File: config.mk
export PLATFORM = sky130hd
export DESIGN_NAME = sfcfe_front_end
export DESIGN_NICKNAME = d
export VERILOG_FILES = /design/src/core/sfcfe_pkg.sv /design/src/core/sfcfe_pin_sync.sv /design/src/core/sfcfe_front_end.sv
export SDC_FILE = /design/constraint.sdc
export NUM_CORES = 1
export LEC_CHECK = 0
export BUFFER_PORTS_ARGS = -buffer_cell sky130_fd_sc_hd__buf_2
export CAP_MARGIN = 20
export CORE_MARGIN = 5
export CORE_UTILIZATION = 38
export DETAILED_ROUTE_END_ITERATION = 10
export GPL_ROUTABILITY_DRIVEN = 0
export SYNTH_ARGS = -nofsm -noshare
export SYNTH_HDL_FRONTEND = slang
export SYNTH_SLANG_ARGS = --single-unit
File: constraint.sdc
create_clock -name CLK -period 7.5 [get_ports CLK]
set_clock_uncertainty 0.15 [all_clocks]
set_input_delay 0.75 -clock CLK [delete_from_list [all_inputs] [get_ports CLK]]
set_output_delay 0.75 -clock CLK [all_outputs]
set_load 0.005 [all_outputs]
File: src/core/sfcfe_pkg.sv
package sfcfe_pkg;

    // opcodes
    localparam logic [7:0] OP_READ      = 8'h03;
    localparam logic [7:0] OP_FAST_READ = 8'h0b;
    localparam logic [7:0] OP_DUAL_READ = 8'h3b;
    localparam logic [7:0] OP_QUAD_READ = 8'heb;
    localparam logic [7:0] OP_ALGN_READ = 8'he7;
    localparam logic [7:0] OP_ERASE_4K  = 8'h20;
    localparam logic [7:0] OP_ERASE_32K = 8'h52;
    localparam logic [7:0] OP_ERASE_64K = 8'hd8;
    localparam logic [7:0] OP_PAGE_PROG = 8'h02;
    localparam logic [7:0] OP_WR_EN     = 8'h06;
    localparam logic [7:0] OP_WR_DIS    = 8'h04;

    // phase lengths in link clocks
    localparam logic [4:0] OPCODE_CLKS   = 5'h08;
    localparam logic [4:0] ADDR_CLKS_X1  = 5'h18;
    localparam logic [4:0] ADDR_CLKS_X4  = 5'h06;
    localparam logic [4:0] DUMMY_CLKS_X1 = 5'h08;
    localparam logic [4:0] DC_BASE_CLKS  = 5'h02;
    localparam int         ARRAY_AW      = 20;
    localparam int         ALIGN_BITS    = 2;
    localparam logic [8:0] PAGE_MAX      = 9'h100;
    localparam int         DATA_CNT_W    = 9;

    // reset values
    localparam logic [1:0] SYNC_RST      = 2'h0;
    localparam logic [7:0] BYTE_RST      = 8'h00;

    typedef enum logic [3:0] {
        SFCFE_NONE, SFCFE_RD, SFCFE_FRD, SFCFE_DRD, SFCFE_QRD, SFCFE_ARD,
        SFCFE_ER4, SFCFE_ER32, SFCFE_ER64, SFCFE_PP, SFCFE_WREN, SFCFE_WRDI
    } sfcfe_op_t;

    typedef struct packed {
        sfcfe_op_t             op;
        logic [ARRAY_AW-1:0]   addr;
        logic [DATA_CNT_W-1:0] nbytes;
    } sfcfe_cmd_t;

    typedef struct packed {
        logic                  continuous_read_mode;
        logic                  quad_enable;
        logic                  aligned_addr_mode;
        logic [2:0]            dummy_clock_count;
    } sfcfe_cfg_t;

endpackage

File: src/core/sfcfe_pin_sync.sv
module sfcfe_pin_sync
    import sfcfe_pkg::*;
(
    // clock and reset
    input  wire logic       clk,
    input  wire logic       arst_n,
    // raw and synced pins
    input  wire logic [6:0] din,
    output logic      [6:0] dout
);

    logic [6:0] s1_ff;
    logic [6:0] s2_ff;

    genvar i;
    generate
        for (i = 0; i < 7; i++) begin : g_bit
            always_ff @(posedge clk or negedge arst_n) begin
                if (!arst_n) begin
                    s1_ff[i] <= (i == 0) ? 1'b1 : 1'b0;
                    s2_ff[i] <= (i == 0) ? 1'b1 : 1'b0;
                end else begin
                    s1_ff[i] <= din[i];
                    s2_ff[i] <= s1_ff[i];
                end
            end
        end
    endgenerate

    assign dout = s2_ff;

endmodule

File: src/core/sfcfe_front_end.sv
module sfcfe_front_end
    import sfcfe_pkg::*;
(
    // clock and reset
    input  wire logic             CLK,
    input  wire logic             ARST_N,
    // serial link
    input  wire logic             CS_N,
    input  wire logic             SCK,
    input  wire logic [3:0]       IO_IN,
    output logic      [3:0]       IO_OUT,
    output logic      [3:0]       IO_OE,
    // configuration
    input  wire logic             CONTINUOUS_READ_MODE,
    input  wire logic             QUAD_ENABLE,
    input  wire logic             ALIGNED_ADDR_MODE,
    input  wire logic [2:0]       DUMMY_CLOCK_COUNT,
    // array read data
    input  wire logic [7:0]       RD_DATA,
    // decoded command
    output sfcfe_cmd_t            CMD,
    output logic                  CMD_VALID,
    output logic                  RD_REQ,
    output logic [ARRAY_AW-1:0]   RD_ADDR,
    output logic [7:0]            WR_DATA,
    output logic                  WR_VALID,
    output logic                  CONT_MODE_ACTIVE
);

    typedef enum logic [2:0] {
        ST_IDLE, ST_OPC, ST_ADDR, ST_DUMMY, ST_RDATA, ST_WDATA, ST_DONE, ST_IGNORE
    } sfcfe_state_t;

    logic [6:0] sync_w;
    logic       cs_n_s, sck_s, sck_d_ff;
    logic [3:0] io_s;
    logic       rise, fall;

    sfcfe_pin_sync u_sync (
        .clk    (CLK),
        .arst_n (ARST_N),
        .din    ({IO_IN, SCK, 1'b0, CS_N} ),
        .dout   (sync_w)
    );
    assign cs_n_s = sync_w[0];
    assign sck_s  = sync_w[2];
    assign io_s   = sync_w[6:3];
    assign rise   = sck_s && !sck_d_ff && !cs_n_s;
    assign fall   = !sck_s && sck_d_ff && !cs_n_s;

    sfcfe_state_t state_ff;
    sfcfe_op_t    op_ff, nxt_op;
    logic [23:0]  sh_ff;
    logic [4:0]   cnt_ff;
    logic [2:0]   bit_ff;
    logic [8:0]   nbyte_ff;
    logic         cont_ff;
    logic         cs_d_ff;
    logic [7:0]   obyte_ff;
    logic [2:0]   width;
    logic [4:0]   dc_clks;
    logic [ARRAY_AW-1:0] addr_w;
    logic [23:0]  sh_nxt;

    assign dc_clks = DC_BASE_CLKS + {1'b0, DUMMY_CLOCK_COUNT, 1'b0};
    assign width = (op_ff == SFCFE_QRD || op_ff == SFCFE_ARD) ? 3'h4 :
                   (op_ff == SFCFE_DRD) ? 3'h2 : 3'h1;

    always_comb begin
        case (state_ff == ST_OPC ? 3'h1 : width)
            3'h4:    sh_nxt = {sh_ff[19:0], io_s};
            3'h2:    sh_nxt = {sh_ff[21:0], io_s[1:0]};
            default: sh_nxt = {sh_ff[22:0], io_s[0]};
        endcase
    end

    assign addr_w = (op_ff == SFCFE_ARD && ALIGNED_ADDR_MODE) ?
                    {sh_nxt[ARRAY_AW-1:ALIGN_BITS], 2'h0} : sh_nxt[ARRAY_AW-1:0];

    always_comb begin
        case (sh_nxt[7:0])
            OP_READ:      nxt_op = SFCFE_RD;
            OP_FAST_READ: nxt_op = SFCFE_FRD;
            OP_DUAL_READ: nxt_op = SFCFE_DRD;
            OP_QUAD_READ: nxt_op = SFCFE_QRD;
            OP_ALGN_READ: nxt_op = SFCFE_ARD;
            OP_ERASE_4K:  nxt_op = SFCFE_ER4;
            OP_ERASE_32K: nxt_op = SFCFE_ER32;
            OP_ERASE_64K: nxt_op = SFCFE_ER64;
            OP_PAGE_PROG: nxt_op = SFCFE_PP;
            OP_WR_EN:     nxt_op = SFCFE_WREN;
            OP_WR_DIS:    nxt_op = SFCFE_WRDI;
            default:      nxt_op = SFCFE_NONE;
        endcase
    end

    always_ff @(posedge CLK or negedge ARST_N) begin
        if (!ARST_N) begin
            sck_d_ff <= 1'b0;
            cs_d_ff  <= 1'b1;
        end else begin
            sck_d_ff <= sck_s;
            cs_d_ff  <= cs_n_s;
        end
    end

    // frame state machine
    always_ff @(posedge CLK or negedge ARST_N) begin
        if (!ARST_N) begin
            state_ff  <= ST_IDLE;
            op_ff     <= SFCFE_NONE;
            sh_ff     <= 24'h000000;
            cnt_ff    <= 5'h00;
            bit_ff    <= 3'h0;
            nbyte_ff  <= 9'h000;
            cont_ff   <= 1'b0;
            CMD       <= '0;
            CMD_VALID <= 1'b0;
            RD_REQ    <= 1'b0;
            RD_ADDR   <= '0;
            WR_DATA   <= BYTE_RST;
            WR_VALID  <= 1'b0;
            CONT_MODE_ACTIVE <= 1'b0;
        end else begin
            CMD_VALID <= 1'b0;
            RD_REQ    <= 1'b0;
            WR_VALID  <= 1'b0;
            if (!CONTINUOUS_READ_MODE || !QUAD_ENABLE) begin
                cont_ff <= 1'b0;
            end
            CONT_MODE_ACTIVE <= cont_ff;
            if (cs_n_s) begin
                if (state_ff == ST_WDATA && nbyte_ff != 9'h000) begin
                    CMD       <= '{op: SFCFE_PP, addr: RD_ADDR, nbytes: nbyte_ff};
                    CMD_VALID <= 1'b1;
                end
                state_ff <= ST_IDLE;
            end else if (cs_d_ff) begin
                sh_ff    <= 24'h000000;
                nbyte_ff <= 9'h000;
                if (cont_ff) begin
                    state_ff <= ST_ADDR;
                    cnt_ff   <= ADDR_CLKS_X4;
                end else begin
                    state_ff <= ST_OPC;
                    cnt_ff   <= OPCODE_CLKS;
                end
            end else if (rise) begin
                case (state_ff)
                    ST_OPC: begin
                        sh_ff  <= sh_nxt;
                        cnt_ff <= cnt_ff - 5'h01;
                        if (cnt_ff == 5'h01) begin
                            op_ff <= nxt_op;
                            sh_ff <= 24'h000000;
                            if (nxt_op == SFCFE_NONE) begin
                                state_ff <= ST_IGNORE;
                            end else if (nxt_op == SFCFE_WREN || nxt_op == SFCFE_WRDI) begin
                                CMD       <= '{op: nxt_op, addr: '0, nbytes: '0};
                                CMD_VALID <= 1'b1;
                                state_ff  <= ST_DONE;
                            end else begin
                                state_ff <= ST_ADDR;
                                cnt_ff   <= (nxt_op == SFCFE_QRD || nxt_op == SFCFE_ARD) ?
                                            ADDR_CLKS_X4 : ADDR_CLKS_X1;
                            end
                        end
                    end
                    ST_ADDR: begin
                        sh_ff  <= (width == 3'h4) ? {sh_ff[19:0], io_s} : {sh_ff[22:0], io_s[0]};
                        cnt_ff <= cnt_ff - 5'h01;
                        if (cnt_ff == 5'h01) begin
                            RD_ADDR <= (width == 3'h4) ? addr_w :
                                       {sh_ff[ARRAY_AW-2:0], io_s[0]};
                            bit_ff  <= 3'h0;
                            case (op_ff)
                                SFCFE_RD: begin
                                    state_ff <= ST_RDATA;
                                    RD_REQ   <= 1'b1;
                                end
                                SFCFE_PP:   state_ff <= ST_WDATA;
                                SFCFE_ER4, SFCFE_ER32, SFCFE_ER64: begin
                                    CMD       <= '{op: op_ff,
                                                   addr: {sh_ff[ARRAY_AW-2:0], io_s[0]},
                                                   nbytes: '0};
                                    CMD_VALID <= 1'b1;
                                    state_ff  <= ST_DONE;
                                end
                                SFCFE_QRD, SFCFE_ARD: begin
                                    state_ff <= ST_DUMMY;
                                    cnt_ff   <= dc_clks;
                                end
                                default: begin
                                    state_ff <= ST_DUMMY;
                                    cnt_ff   <= DUMMY_CLKS_X1;
                                end
                            endcase
                        end
                    end
                    ST_DUMMY: begin
                        cnt_ff <= cnt_ff - 5'h01;
                        // first dummy clock: CONTINUOUS_READ_MODE and QUAD_ENABLE keep continuous read armed
                        if ((op_ff == SFCFE_QRD || op_ff == SFCFE_ARD)
                            && cnt_ff == dc_clks) begin
                            cont_ff <= CONTINUOUS_READ_MODE && QUAD_ENABLE;
                        end
                        if (cnt_ff == 5'h01) begin
                            state_ff <= ST_RDATA;
                            RD_REQ   <= 1'b1;
                        end
                    end
                    ST_WDATA: begin
                        sh_ff  <= sh_nxt;
                        bit_ff <= bit_ff + 3'h1;
                        if (bit_ff == 3'h7 && nbyte_ff != PAGE_MAX) begin
                            WR_DATA  <= sh_nxt[7:0];
                            WR_VALID <= 1'b1;
                            nbyte_ff <= nbyte_ff + 9'h001;
                        end
                    end
                    default: begin
                    end
                endcase
            end else if (fall && state_ff == ST_RDATA) begin
                bit_ff <= bit_ff + width;
                if (bit_ff + width == 3'h0 || (width == 3'h4 && bit_ff == 3'h4)) begin
                    RD_ADDR <= RD_ADDR + 20'h00001;
                    RD_REQ  <= 1'b1;
                end
            end
        end
    end

    // output shifter, msb first on the lanes in use
    always_ff @(posedge CLK or negedge ARST_N) begin
        if (!ARST_N) begin
            obyte_ff <= BYTE_RST;
            IO_OUT   <= 4'h0;
            IO_OE    <= 4'h0;
        end else if (state_ff != ST_RDATA || cs_n_s) begin
            IO_OE  <= 4'h0;
            IO_OUT <= 4'h0;
        end else begin
            if (RD_REQ) begin
                obyte_ff <= RD_DATA;
            end
            if (fall) begin
                case (width)
                    3'h4: begin
                        IO_OUT <= bit_ff[2] ? obyte_ff[3:0] : RD_DATA[7:4];
                        IO_OE  <= 4'hf;
                    end
                    3'h2: begin
                        IO_OUT <= {2'h0, RD_DATA[3'h7 - bit_ff -: 2]};
                        IO_OE  <= 4'h3;
                    end
                    default: begin
                        IO_OUT <= {2'h0, RD_DATA[3'h7 - bit_ff], 1'b0};
                        IO_OE  <= 4'h2;
                    end
                endcase
            end
        end
    end

endmodule

==> run summary <==
The number of fillers in the final layout is 2,098, and the final worst setup slack is 3.21 ns. The clock period minus final worst setup slack is 4.29 ns. Traced cell by cell, the critical path runs through nand3b_1 -> a21oi_1 -> inv_1 -> ha_1 -> fa_1 -> xnor2_1 -> xnor2_1 -> o311a_1 -> nand3b_1 -> a21oi_1 -> o22a_1. After detailed routing, the total wire length is 24,600 µm. The run gives 95 as the number of top-level pins. The tools report the data required time at the worst endpoint as 7.71 ns. Number of endpoints failing setup at the final stage: 0. The run gives 0 as the number of max-slew violations in the final report. After synthesis the netlist holds a flip-flop and latch count of 134. The area of combinational cells with multiple inputs is 4440 µm². Across every metal layer, demand over resource in global routing totals 20.3%.

The count of buffers added on input and output ports is 94. The worst setup path is launched from a flip-flop. The gate count after technology mapping was 959; the global route total overflow was 0.

Max-cap violations in this run came to 0. The number of antenna cells inserted was 0; the TritonCTS sink count was 134. In the final timing run, aggregate negative setup slack is 0 ns. The number of distinct library cells after synthesis is 79.

The average wire per standard cell works out to 18.9 µm. The routed layout has 7,673 vias. In the routed layout, each cell is associated on average with a via count of 5.90.

After clock tree synthesis, the repair step resized 0 gates. TritonCTS built the clock tree. For the insertion delay to the later sink of the worst-skew pair, the log shows 0.43 ns. The clock network burns 46.4% of the power. The overall die area is 24,500 µm², and the fraction of the cycle the final worst path needs is 57.2%. The run gives 4 as the number of levels in the clock H-tree. Setup repair after global routing left no endpoint under its margin. Per report_power, the sequential group accounts for 43.0% of the total.

At the worst endpoint, the arrival time is 4.50 ns. Averaged over all synthesized cells, the footprint is 8.52 µm². The initial antenna violation count came out at 0.

In this run the power density over the cells is 194 nW/µm². The slew at the pin closest to its max-slew limit was 1.11 ns. The tools report the first-pass GRT wire length as 39,900 µm.

The share of final-layout standard cells stronger than drive strength 1 was 17.2%. The first routing iteration left 768 violations. Counting along the longest clock path gives a buffer depth of 2. The count of yosys warnings during synthesis came out at 0.

After the flow finishes, the layout carries non-filler instances totaling 1,300. The cell total after placement is 1,267. Prior to clock tree synthesis, the placed netlist has a worst setup slack of 3.28 ns. For the number of failing hold endpoints at the final stage, the log shows 0.

Combinational cells account for 10.6% of the total power. The worst hold path passes through 0 cells. After clock tree synthesis, the clock-pin slew on the worst setup and hold paths is 0.06 ns.

The share of flip-flops with an asynchronous set or reset works out to 100%. The classification of the worst-slack hold path is flip-flop to flip-flop. In this run the worst path has a maximum fanout of 30.

Timing would allow up to 0.233 GHz. The standard cell core area is 21,100 µm², and the number of nets with antenna violations after routing is 0. The number of core rows is 53, and the depth of the most critical reg-to-reg path is 11. The wire-length estimate of the detail-placed layout is 17,200 µm. The run gives 992 as the post-synthesis net count. TritonCTS created 17 clock buffers. Internal power comes to 1.32 mW.

The run finished with clean final reports. The switching power share of the total was 27.4%; the via count of the first global-routing pass was 7,028. The run gives 41.1% as the post-synthesis sequential area ratio.

The area growth from synthesis to layout is 14.7%. The commonest non-fill, non-tap cell in the layout was nand2_1. The number of detailed-route iterations in the first pass is 5. The peak supply drop is 0.132 mV. The height of the die was 157 µm. For the final-stage net count, the log shows 1,045. In the routed design, unresolved DRC markers number 0. Once the clock tree was built, the setup fixing pass inserted 0 buffers. The sequential standard cell area came out at 3360 µm². X dimension of the die: 157 µm. The worst setup path is of the flip-flop to flip-flop kind. Leakage power: 4.16 nW. The logs give 25.8% for the worst-case headroom to the max-slew limit and 75 for the largest net degree at the start of global routing. The peak per-stage delay on the critical path works out to 0.81 ns.

For this configuration, the core starts out at a cell density of 38.7%. The number of flops mapped to enable cells by yosys is 0. Count of hold buffers inserted by post-cts repair: 0. Leaving out fill and tap cells, the most frequent cells in the layout are nand2_1 (134), dfrtp_1 (131), a21oi_1 (97). The tree is rooted in a clkbuf_16. The switching power total is 0.500 mW. For this run, the leading register cell type out of synthesis is dfrtp_1. The cell with the biggest individual delay on the critical path was nand3b_1. The synthesized netlist occupies a cell area of 8170 µm². STA classifies the critical path endpoint as a flip-flop.
## power groups by stage
stage | Clock (mW) | Combinational [mW] | Sequential [mW]
floorplan | 0 | 0.146 | 0.773
global placement | 0 | 0.191 | 0.796
detailed placement | 0 | 0.192 | 0.796
CTS | 0.862 | 0.193 | 0.782
global route | 0.893 | 0.219 | 0.788
finish | 0.844 | 0.194 | 0.783
## path summary, 6_finish.rpt
path	from	to	slack, ns
setup reg to reg	op_ff[1]	RD_ADDR[10]	3.21
hold reg to reg	u_sync.s1_ff[4]	u_sync.dout[4]	0.20
min in group asynchronous	ARST_N	CMD[26]	0.21
hold / removal	u_sync.s1_ff[4]	u_sync.dout[4]	0.20
setup / recovery	op_ff[1]	RD_ADDR[10]	3.21
max in group asynchronous	ARST_N	state_ff[1]	5.73
## layout make-up
cell class / instances / share of cell area (%)
clock buffers: 19 / 4.73
clock inverters: 13 / 1.54
inverters: 20 / 0.801
multi-input cells: 733 / 47.4
flip-flops and latches: 134 / 35.8
well taps: 275 / 3.67
repair buffers: 106 / 6.05
## critical path: cells and delay by family (launching register included)
kind / cells / cell delay, ns
AOI/OAI and AO/OA: 4 / 1.21
xor gates and xnor gates: 2 / 0.31
and+or+nand+nor: 2 / 1.13
DFF: 1 / 0.77
adders and majority gates: 2 / 0.56
buffers and inverters: 1 / 0.07
## layer usage
metal  up-vias  GRT usage (%)  share of wire [%]
li1       3604              -                  -
met1      3727           31.6                 48
met2       315           28.8                 43
met3        27           3.82                7.5
met4         0           5.12                1.3
met5         -              0                  0
## state kept, by name, summed over array words and instances, names as in the netlist, 4 cells and up
signal,cells
op_ff,4
nbyte_ff,9
WR_DATA,8
u_sync.s1_ff,6
CMD,33
obyte_ff,4
u_sync.dout,6
cnt_ff,5
IO_OUT,4
RD_ADDR,20
sh_ff,19
## cells by family after synthesis
family | after synthesis | share of synthesized area (%)
adders and majority gates | 11 | 1.78
DFF | 134 | 41.1
muxes | 30 | 4.49
AOI/OAI and AO/OA | 293 | 23.1
buffers and inverters | 92 | 4.90
and+or+nand+nor | 385 | 23.2
xor gates and xnor gates | 14 | 1.50
## through the flow
step	util, %	cell area (µm²)	hold slack (ns)	total power [mW]
2_1_floorplan	-	8170	0.181	0.919
3_3_place_gp	41.6	8780	0.184	0.987
3_5_place_dp	41.6	8780	0.186	0.988
4_1_cts	44.4	9360	0.200	1.84
5_1_grt	44.4	9370	0.207	1.90
6_report	44.4	9370	0.198	1.82
## synth_stat cells (13+ instances only)
| cell | number | share of area [%] |
|---|---|---|
| nor2_1 | 95 | 4.4 |
| nand2_1 | 134 | 6.2 |
| dfrtp_1 | 131 | 40 |
| mux2i_1 | 13 | 1.6 |
| inv_1 | 20 | 0.92 |
| o21ai_0 | 61 | 3.7 |
| and3_1 | 21 | 1.6 |
| clkbuf_1 | 53 | 2.4 |
| nand3_1 | 47 | 2.9 |
| o211ai_1 | 14 | 1.3 |
| a31oi_1 | 19 | 1.5 |
| a21oi_1 | 98 | 6.0 |
No activity file was read; power rests on OpenSTA's default activity.
